## config.mk

```make
export PLATFORM = sky130hd
export DESIGN_NAME = epcirq_top
export DESIGN_NICKNAME = d
export VERILOG_FILES = /design/src/logic/epcirq_pkg.sv /design/src/logic/epcirq_sync.sv /design/src/logic/epcirq_top.sv
export SDC_FILE = /design/constraint.sdc
export NUM_CORES = 1
export LEC_CHECK = 0
export BUFFER_PORTS_ARGS = -buffer_cell sky130_fd_sc_hd__buf_2
export CORE_MARGIN = 2
export CORE_UTILIZATION = 30
export DETAILED_ROUTE_END_ITERATION = 6
export SLEW_MARGIN = 10
export SYNTH_ARGS = -nofsm -noshare
export SYNTH_HDL_FRONTEND = slang
export SYNTH_HIERARCHICAL = 1
export SYNTH_SLANG_ARGS = --single-unit
```

## constraint.sdc

```tcl
create_clock -name clock -period 4.8 [get_ports clock]
set_input_delay 0.96 -clock clock [delete_from_list [all_inputs] [get_ports clock]]
set_output_delay 0.96 -clock clock [all_outputs]
set_load 0.01 [all_outputs]
```

## src/logic/epcirq_pkg.sv

```systemverilog
// package for the external request and pin change interrupt block
// assumes an 8-bit register map reached over a 32-bit APB slave
package epcirq_pkg;

  // register indices as printed; byte address is four times the index
  localparam logic [7:0] PCM_LOW_IDX  = 8'h12;  // pin_change_mask_low
  localparam logic [7:0] PCM_HIGH_IDX = 8'h20;  // pin_change_mask_high
  localparam logic [7:0] MCU_CTL_IDX  = 8'h35;  // mcu_control
  localparam logic [7:0] IEN_MASK_IDX = 8'h3b;  // interrupt_enable_mask
  localparam logic [7:0] IFLAGS_IDX   = 8'h3c;  // interrupt_flags
  localparam int         ADDR_W       = 10;     // byte address width
  localparam int         ADDR_LSB     = 2;      // word aligned

  // field positions
  localparam int SENSE_LO_BIT  = 0;  // sense_ctl_lo
  localparam int SENSE_HI_BIT  = 1;  // sense_ctl_hi
  localparam int GRP0_BIT      = 4;  // group0 enable / flag
  localparam int GRP1_BIT      = 5;  // group1 enable / flag
  localparam int EXT_BIT       = 6;  // ext request enable / flag
  localparam logic [7:0] ENFLAG_RW_MASK = 8'h70;  // bits 6..4 live
  localparam logic [7:0] PCM_HIGH_MASK  = 8'h0f;  // bits 3..0 live
  localparam logic [7:0] REG_RESET      = 8'h00;  // all registers

  // sense control encodings
  localparam logic [1:0] SENSE_LOW  = 2'h0;
  localparam logic [1:0] SENSE_ANY  = 2'h1;
  localparam logic [1:0] SENSE_FALL = 2'h2;
  localparam logic [1:0] SENSE_RISE = 2'h3;

  // source numbering and dispatch addresses
  localparam int          SRC_EXT   = 0;
  localparam int          SRC_GRP0  = 1;
  localparam int          SRC_GRP1  = 2;
  localparam int          NSRC      = 3;
  localparam logic [15:0] VEC_EXT   = 16'h0001;
  localparam logic [15:0] VEC_GRP0  = 16'h0002;  // group0_vector
  localparam logic [15:0] VEC_GRP1  = 16'h0003;  // group1_vector
  localparam logic [15:0] VEC_NONE  = 16'h0000;

  localparam int LOW_PINS  = 8;
  localparam int HIGH_PINS = 4;

  // request bundle toward the core
  typedef struct packed {
    logic [NSRC-1:0] req;     // one line per source
    logic [15:0]     vector;  // address of the highest priority request
  } epcirq_core_req_t;

  // apb request from the master
  typedef struct packed {
    logic              psel;
    logic              penable;
    logic              pwrite;
    logic [ADDR_W-1:0] paddr;
    logic [31:0]       pwdata;
  } epcirq_apb_req_t;

  // apb slave state, one-hot
  typedef enum logic [2:0] {
    ST_IDLE  = 3'b001,
    ST_READY = 3'b010,
    ST_DONE  = 3'b100
  } epcirq_apb_st_t;

endpackage : epcirq_pkg

```

## src/logic/epcirq_sync.sv

```systemverilog
// two flip-flop synchroniser for a bus of pin levels
// assumes a single clock; reset value is a constant
`timescale 1ns/100ps
`default_nettype none
module epcirq_sync #(
  parameter int WIDTH = 1
) (
  input  wire logic             clock,
  input  wire logic             nrst,
  input  wire logic [WIDTH-1:0] pin_in,
  output logic      [WIDTH-1:0] pin_sync
);
  logic [WIDTH-1:0] stage1_reg;  // read only by the second stage

  // first stage may go metastable; nothing else looks at it
  always_ff @(posedge clock) begin
    if (!nrst) begin
      stage1_reg <= '0;
    end else begin
      stage1_reg <= pin_in;
    end
  end

  // second stage is the clean level
  always_ff @(posedge clock) begin
    if (!nrst) begin
      pin_sync <= '0;
    end else begin
      pin_sync <= stage1_reg;
    end
  end
endmodule : epcirq_sync
`default_nettype wire

```

## src/logic/epcirq_top.sv

```systemverilog
// external request and pin change interrupt logic with APB registers
// assumes the core supplies its global flag and one acknowledge per
// source, and that pins are level inputs sampled on clock
// and that the bus master follows the two-phase apb handshake
//
// The APB slave port was chosen for this implementation.
`timescale 1ns/100ps
`default_nettype none
module epcirq_top (
  input  wire logic                         clock,
  input  wire logic                         nrst,
  // apb slave
  input  wire epcirq_pkg::epcirq_apb_req_t  apb_req,
  output logic [31:0]                       prdata,
  output logic                              pready,
  output logic                              pslverr,
  // pins
  input  wire logic                         ext_request_zero,
  input  wire logic [7:0]                   lower_group_pins,
  input  wire logic [3:0]                   upper_group_pins,
  // core side
  input  wire logic                         global_int_enable,
  input  wire logic [2:0]                   irq_ack,
  output epcirq_pkg::epcirq_core_req_t      core_req,
  output logic                              wake_req
);
  import epcirq_pkg::*;

  // software visible state
  logic [7:0]            pcm_low_reg;   // pin_change_mask_low
  logic [3:0]            pcm_high_reg;  // pin_change_mask_high live bits
  logic [7:0]            mcu_ctl_reg;   // mcu_control, all bits stored
  logic [2:0]            ien_reg;       // enables: grp1, grp0, ext
  logic [2:0]            flag_reg;      // flags: grp1, grp0, ext
  logic [2:0]            flag_next;     // next flag value
  epcirq_apb_st_t        st_reg;        // apb slave state
  epcirq_apb_st_t        st_next;

  // pin sampling
  logic                  ext_sync;      // synchronised request pin
  logic                  ext_prev_reg;  // previous sample
  logic [LOW_PINS-1:0]   low_sync;
  logic [LOW_PINS-1:0]   low_prev_reg;
  logic [HIGH_PINS-1:0]  high_sync;
  logic [HIGH_PINS-1:0]  high_prev_reg;
  logic [LOW_PINS-1:0]   low_diff;      // per-pin change, masked
  logic [HIGH_PINS-1:0]  high_diff;

  // event and bus strobes
  logic                  ext_event;     // edge matching sense mode
  logic                  level_mode;    // low level sensing selected
  logic                  wr_stb;        // write takes effect this edge
  logic [7:0]            wdata8;        // low byte of write data
  logic [7:0]            rd_byte;       // read multiplexer
  logic                  addr_ok;       // address maps a register
  logic [1:0]            sense;         // sense control field

  // true when the byte address selects the given register index
  function automatic logic addr_hit(input logic [ADDR_W-1:0] a,
                                    input logic [7:0] idx);
    addr_hit = (a[ADDR_W-1:ADDR_LSB] == idx) && (a[ADDR_LSB-1:0] == 2'h0);
  endfunction : addr_hit

  // true when the address maps any register
  function automatic logic addr_any(input logic [ADDR_W-1:0] a);
    addr_any = addr_hit(a, PCM_LOW_IDX) || addr_hit(a, PCM_HIGH_IDX)
            || addr_hit(a, MCU_CTL_IDX) || addr_hit(a, IEN_MASK_IDX)
            || addr_hit(a, IFLAGS_IDX);
  endfunction : addr_any

  // places the per-source bits at their register positions; source order
  // (ext, grp0, grp1) is not bit order (6, 4, 5), so both reads go here
  function automatic logic [7:0] src_to_byte(input logic [NSRC-1:0] v);
    src_to_byte           = 8'h00;
    src_to_byte[EXT_BIT]  = v[SRC_EXT];
    src_to_byte[GRP0_BIT] = v[SRC_GRP0];
    src_to_byte[GRP1_BIT] = v[SRC_GRP1];
  endfunction : src_to_byte

  assign wdata8     = apb_req.pwdata[7:0];
  assign sense      = {mcu_ctl_reg[SENSE_HI_BIT], mcu_ctl_reg[SENSE_LO_BIT]};
  assign level_mode = (sense == SENSE_LOW);
  assign addr_ok    = addr_any(apb_req.paddr);
  // write lands only at the completing access edge
  assign wr_stb     = apb_req.psel && apb_req.penable && pready
                   && apb_req.pwrite && addr_ok;

  // synchronisers; pins read regardless of port direction
  epcirq_sync #(.WIDTH(1)) u_sync_ext (
    .clock    (clock),
    .nrst     (nrst),
    .pin_in   (ext_request_zero),
    .pin_sync (ext_sync)
  );

  // all twelve pins share one synchroniser so they see equal delay
  epcirq_sync #(.WIDTH(LOW_PINS + HIGH_PINS)) u_sync_grp (
    .clock    (clock),
    .nrst     (nrst),
    .pin_in   ({upper_group_pins, lower_group_pins}),
    .pin_sync ({high_sync, low_sync})
  );

  // previous samples for edge and change detection
  // they reset to zero like the synchroniser, so a pin held high through
  // reset looks moved once, when its level reaches the second stage
  always_ff @(posedge clock) begin
    if (!nrst) begin
      ext_prev_reg  <= 1'b0;
      low_prev_reg  <= '0;
      high_prev_reg <= '0;
    end else begin
      ext_prev_reg  <= ext_sync;
      low_prev_reg  <= low_sync;
      high_prev_reg <= high_sync;
    end
  end

  // per-pin difference gated by its mask bit
  generate
    for (genvar i = 0; i < LOW_PINS; i++) begin : g_low
      assign low_diff[i] = (low_sync[i] ^ low_prev_reg[i])
                         & pcm_low_reg[i];
    end
    for (genvar j = 0; j < HIGH_PINS; j++) begin : g_high
      assign high_diff[j] = (high_sync[j] ^ high_prev_reg[j])
                          & pcm_high_reg[j];
    end
  endgenerate

  // edge selection on the sampled request pin
  // low level needs no edge: its request comes straight from the synchronised pin
  always_comb begin
    case (sense)
      SENSE_ANY:  ext_event = ext_sync ^ ext_prev_reg;
      SENSE_FALL: ext_event = ext_prev_reg & ~ext_sync;
      SENSE_RISE: ext_event = ~ext_prev_reg & ext_sync;
      default:    ext_event = 1'b0;  // low level raises no flag
    endcase
  end

  // flag update: a set in the same cycle as a clear wins
  always_comb begin
    flag_next = flag_reg;
    // clear by acknowledge on vector entry
    flag_next = flag_next & ~irq_ack;
    // clear by writing one; zero leaves the bit alone
    if (wr_stb && addr_hit(apb_req.paddr, IFLAGS_IDX)) begin
      flag_next[SRC_EXT]  = flag_next[SRC_EXT]  & ~wdata8[EXT_BIT];
      flag_next[SRC_GRP0] = flag_next[SRC_GRP0] & ~wdata8[GRP0_BIT];
      flag_next[SRC_GRP1] = flag_next[SRC_GRP1] & ~wdata8[GRP1_BIT];
    end
    // sets; the enable does not gate the flag itself
    if (ext_event) begin
      flag_next[SRC_EXT] = 1'b1;
    end
    if (|low_diff) begin
      flag_next[SRC_GRP0] = 1'b1;
    end
    if (|high_diff) begin
      flag_next[SRC_GRP1] = 1'b1;
    end
    // level mode holds the ext flag cleared
    if (level_mode) begin
      flag_next[SRC_EXT] = 1'b0;
    end
  end

  // flag register
  always_ff @(posedge clock) begin
    if (!nrst) begin
      flag_reg <= '0;
    end else begin
      flag_reg <= flag_next;
    end
  end

  // mask registers
  // a mask change alone never sets a flag; only pin movement does
  always_ff @(posedge clock) begin
    if (!nrst) begin
      pcm_low_reg  <= REG_RESET;
      pcm_high_reg <= REG_RESET[3:0];
    end else if (wr_stb) begin
      if (addr_hit(apb_req.paddr, PCM_LOW_IDX)) begin
        pcm_low_reg <= wdata8;
      end
      if (addr_hit(apb_req.paddr, PCM_HIGH_IDX)) begin
        pcm_high_reg <= wdata8[3:0];  // upper bits not stored
      end
    end
  end

  // control and enable registers
  // the enable bits are stored in source order, not register order
  always_ff @(posedge clock) begin
    if (!nrst) begin
      mcu_ctl_reg <= REG_RESET;
      ien_reg     <= '0;
    end else if (wr_stb) begin
      if (addr_hit(apb_req.paddr, MCU_CTL_IDX)) begin
        // sleep and pull-up bits are kept but steer nothing here
        mcu_ctl_reg <= wdata8;
      end
      if (addr_hit(apb_req.paddr, IEN_MASK_IDX)) begin
        ien_reg <= {wdata8[GRP1_BIT], wdata8[GRP0_BIT], wdata8[EXT_BIT]};
      end
    end
  end

  // read multiplexer; reserved bits come back as zero
  // unmapped addresses fall through to zero and answer with pslverr
  always_comb begin
    rd_byte = 8'h00;
    if (addr_hit(apb_req.paddr, PCM_LOW_IDX)) begin
      rd_byte = pcm_low_reg;
    end else if (addr_hit(apb_req.paddr, PCM_HIGH_IDX)) begin
      rd_byte = {4'h0, pcm_high_reg} & PCM_HIGH_MASK;
    end else if (addr_hit(apb_req.paddr, MCU_CTL_IDX)) begin
      rd_byte = mcu_ctl_reg;
    end else if (addr_hit(apb_req.paddr, IEN_MASK_IDX)) begin
      rd_byte = src_to_byte(ien_reg) & ENFLAG_RW_MASK;
    end else if (addr_hit(apb_req.paddr, IFLAGS_IDX)) begin
      rd_byte = src_to_byte(flag_reg) & ENFLAG_RW_MASK;
    end
  end

  // apb slave: no wait state, answer registered for the access phase
  always_comb begin
    case (st_reg)
      ST_IDLE: begin
        // setup cycle seen: ready in the following access cycle
        st_next = (apb_req.psel && !apb_req.penable) ? ST_READY : ST_IDLE;
      end
      ST_READY: begin
        st_next = ST_DONE;  // access completes at this edge
      end
      ST_DONE: begin
        // back-to-back setup may follow directly
        st_next = (apb_req.psel && !apb_req.penable) ? ST_READY : ST_IDLE;
      end
      default: begin
        st_next = ST_IDLE;
      end
    endcase
  end

  // state register
  // a state outside the three one-hot codes falls back to idle
  always_ff @(posedge clock) begin
    if (!nrst) begin
      st_reg <= ST_IDLE;
    end else begin
      st_reg <= st_next;
    end
  end

  // answer outputs, all from flops
  // read data is captured at the setup edge; a flag that sets during
  // the access cycle shows on the next read
  always_ff @(posedge clock) begin
    if (!nrst) begin
      pready  <= 1'b0;
      pslverr <= 1'b0;
      prdata  <= '0;
    end else if (st_next == ST_READY) begin
      pready  <= 1'b1;
      pslverr <= !addr_ok;  // unmapped address answers with an error
      prdata  <= (apb_req.pwrite || !addr_ok) ? 32'h0000_0000
                                               : {24'h00_0000, rd_byte};
    end else begin
      pready  <= 1'b0;
      pslverr <= 1'b0;
      prdata  <= '0;
    end
  end

  // request lines toward the core
  // one line per source lets the core pick its own priority; the
  // vector gives the fixed order for a core that wants only one
  always_ff @(posedge clock) begin
    if (!nrst) begin
      core_req <= '0;
    end else begin
      // level mode asks while the synced pin is low; the driver must
      // hold it until the current instruction ends
      core_req.req[SRC_EXT] <= global_int_enable && ien_reg[SRC_EXT]
                            && (level_mode ? !ext_sync
                                           : flag_next[SRC_EXT]);
      core_req.req[SRC_GRP0] <= global_int_enable && ien_reg[SRC_GRP0]
                             && flag_next[SRC_GRP0];
      core_req.req[SRC_GRP1] <= global_int_enable && ien_reg[SRC_GRP1]
                             && flag_next[SRC_GRP1];
      // fixed priority: lowest address first
      if (global_int_enable && ien_reg[SRC_EXT]
          && (level_mode ? !ext_sync : flag_next[SRC_EXT])) begin
        core_req.vector <= VEC_EXT;
      end else if (global_int_enable && ien_reg[SRC_GRP0]
                   && flag_next[SRC_GRP0]) begin
        core_req.vector <= VEC_GRP0;
      end else if (global_int_enable && ien_reg[SRC_GRP1]
                   && flag_next[SRC_GRP1]) begin
        core_req.vector <= VEC_GRP1;
      end else begin
        core_req.vector <= VEC_NONE;
      end
    end
  end

  // wake indication: needs neither the global flag nor edge logic, so
  // a sleep controller can restart the clock; a true clockless path
  // would sit in the pad ring, this is its clocked stand-in
  always_ff @(posedge clock) begin
    if (!nrst) begin
      wake_req <= 1'b0;
    end else begin
      wake_req <= (|low_diff && ien_reg[SRC_GRP0])
               || (|high_diff && ien_reg[SRC_GRP1])
               || (level_mode && ien_reg[SRC_EXT] && !ext_sync);
    end
  end

endmodule : epcirq_top
`default_nettype wire

```

==> key figures <==
Run status
  – Outcome: finished, final reports clean

Synthesis
  – Cell taking the most area after synthesis: dfxtp_1
  – Sequential area share after synthesis: 47.9%
  – Syn Area/Cell: 10.4 um2
  – Post-synth ARST share: 0%
  – Distinct cells, synth: 48
  – Post-synth EDFFs: 0
  – Mapped Cells: 337
  – Synth warnings: 6
  – #FFs+latches synth: 84
  – Post-synth top area share: 47.9%
  – Main synth FF type: dfxtp_1
  – Top cells by area in the synthesized netlist: dfxtp_1 48%, buf_4 8.1%, mux2i_1 5.7%
  – Post-Syn Area: 0.00351 mm2

Timing
  – Fmax: 350 MHz
  – Relative slew slack: 55.3%
  – Final hold vios: 0
  – Setup violations, final: 0
  – Fin. max-slew vios: 0
  – Period utilization: 59.5%
  – Setup Skew: 0.00898 ns
  – Fin worst setup slack: 1.94 ns
  – Total negative setup slack: 0 ns
  – Fin crit period: 2.86 ns
  – Slew @ Worst Pin: 0.665 ns
  – RSZ-0062 raised after global routing: no

CTS
  – TritonCTS Sinks: 84
  – H-tree Lvls: 3
  – Max Root-Sink Buffers: 2
  – Postcts setup bufs: 0
  – Clock slew at reported path FFs: 0.06 ns
  – Clock root buffer: clkbuf_16
  – Post_cts resized: 0
  – Clock latency on the worst-skew pair: 0.33 ns
  – Hold_buf cts: 0
  – Total CTS buffers: 9
  – TritonCTS clock tree: yes

Placement
  – Dpl ws: 1.65 ns
  – Placer congestion estimate: 0.798
  – Dpl hpwl: 4860 um
  – Placed cell area: 0.00377 mm2
  – Port Buf Inserts: 55

Global route
  – First-pass GRT wire length: 10,800 um
  – Largest net degree at the start of global routing: 71
  – GR Overflow Total: 0
  – Vias in the first global route: 2,206
  – Gr usage total: 10.9%
  – Initial antenna violation count: 1

Detailed routing
  – DRT antenna net count: 0
  – Initial DRC count: 137
  – DRC viols: 0
  – Via count: 2,364
  – Routed WL: 6670 um
  – TritonRoute pass-1 iters: 4
  – Via density: 4.36
  – WL/cell: 12.3 um

Floorplanning
  – Chip Width: 112 um
  – Initial Utilization: 30.7%
  – # rows: 39
  – # IOs: 118
  – Die Area: 0.0126 mm2
  – Core footprint: 0.0114 mm2
  – Die Y: 112 um

Finish
  – Area growth from synthesis to layout: 16.8%
  – Ant. Diodes: 0
  – Utilization after layout: 35.9%
  – Share of layout cells above drive strength 1: 24.1%
  – Layout Nets: 460
  – Fin area: 0.00410 mm2

Critical path
  – Crit path top cell by count: nor2b_1
  – Crit-path max FO: 6
  – Worst setup SP type: primary input
  – WP data arrival: 3.08 ns
  – CP Buf/Inv Count: 1
  – Largest delay share family, worst path: simple AND/OR/NAND/NOR gates
  – CP Depth: 6
  – Worst R2R Path Depth: 5
  – WP data required: 5.03 ns
  – Crit-path cells: buf_2 -> or4_4 -> nor4_2 -> nor2b_1 -> mux2i_1 -> nor2b_1
  – Worst path max stage delay: 0.59 ns
  – Crit Path Category: primary input to flip-flop
  – CP max-delay cell: nor4_2
  – Crit. End Element: flip-flop

Power and ir drop
  – Leak: 0.00175 uW
  – Overall Power: 1540 uW
  – Worst vdd rail ir drop: 145 uV
  – Power per cell area: 376 mW/mm2

Min path
  – Hold Path Cell Cnt: 1
  – Hold crit path type: flip-flop to flip-flop

Job
  – Maxcap violations: 0
==> power breakdown <==
group | total (uW) | switching, uW | internal, uW
combinational | 73.7 | 42.6 | 31.1
sequential | 717 | 5.43 | 712
clock | 750 | 286 | 464
==> layer usage <==
layer / up-vias / wire [um] / GRT usage, %
met3: 7 / 478 / 4.21
met2: 79 / 2820 / 15.7
met1: 1076 / 3290 / 15.0
met4: 2 / 70 / 3.90
li1: 1200 / - / -
met5: - / 7 / 0
==> metrics by stage <==
step	hold WS [ns]	cells
floorplan	0.412	374
global placement	0.419	526
detailed placement	0.424	526
CTS	0.438	542
global route	0.455	542
finish	0.435	542
==> synth_stat cells, types with 3 or more instances <==
cell / count
nor2_1: 14
a21boi_1: 3
nand2b_1: 3
mux2i_1: 20
o211ai_1: 5
xor2_1: 13
a222oi_1: 5
nor2b_1: 25
nand3b_1: 4
a22oi_1: 8
and2_2: 18
a21oi_1: 5
nand2_1: 9
a221o_1: 3
dfxtp_1: 84
buf_6: 3
o21ai_0: 7
buf_4: 38
clkbuf_1: 5
and2_1: 22
inv_1: 6
==> placed cells by master (no fill, tap or decap), drive strengths merged, types with 8 or more instances in the layout <==
cell    instances
inv            10
a22oi           8
mux2i          20
nor2b          25
xor2           13
buf            57
nor2           14
clkbuf          9
nand2           9
and2           40
dfxtp          84
conb           38
==> path summary, 6_finish.rpt <==
kind	start	endpoint	slack, ns
max reg2reg	pready	core_req[1]	3.03
max	apb_req[37]	pcm_high_reg[3]	1.94
min	u_sync_grp/stage1_reg[9]	u_sync_grp/pin_sync[9]	0.44
min reg2reg	u_sync_grp/stage1_reg[9]	u_sync_grp/pin_sync[9]	0.44
==> area by class of cell <==
cell class,instances,area [um2]
multi-input combinational,236,1590
sequential,84,1680
fill,1208,7320
inverter,6,22.5
timing repair buffer,57,290
clock buffer,9,225
tap,143,179
clock inverter,7,103
==> cell families (layout without fill, tap and decap cells) <==
logic type,after synthesis,count (layout),share of synthesized area (%)
mux,20,20,5.71
other cells,1,38,0.107
fa+ha+maj,2,2,0.713
simple gates,115,115,21.3
compound gates,47,47,10.2
flops,84,84,47.9
xor+xnor,14,14,3.50
buf+inv,54,79,10.6
(Power assumes the default switching activity.)
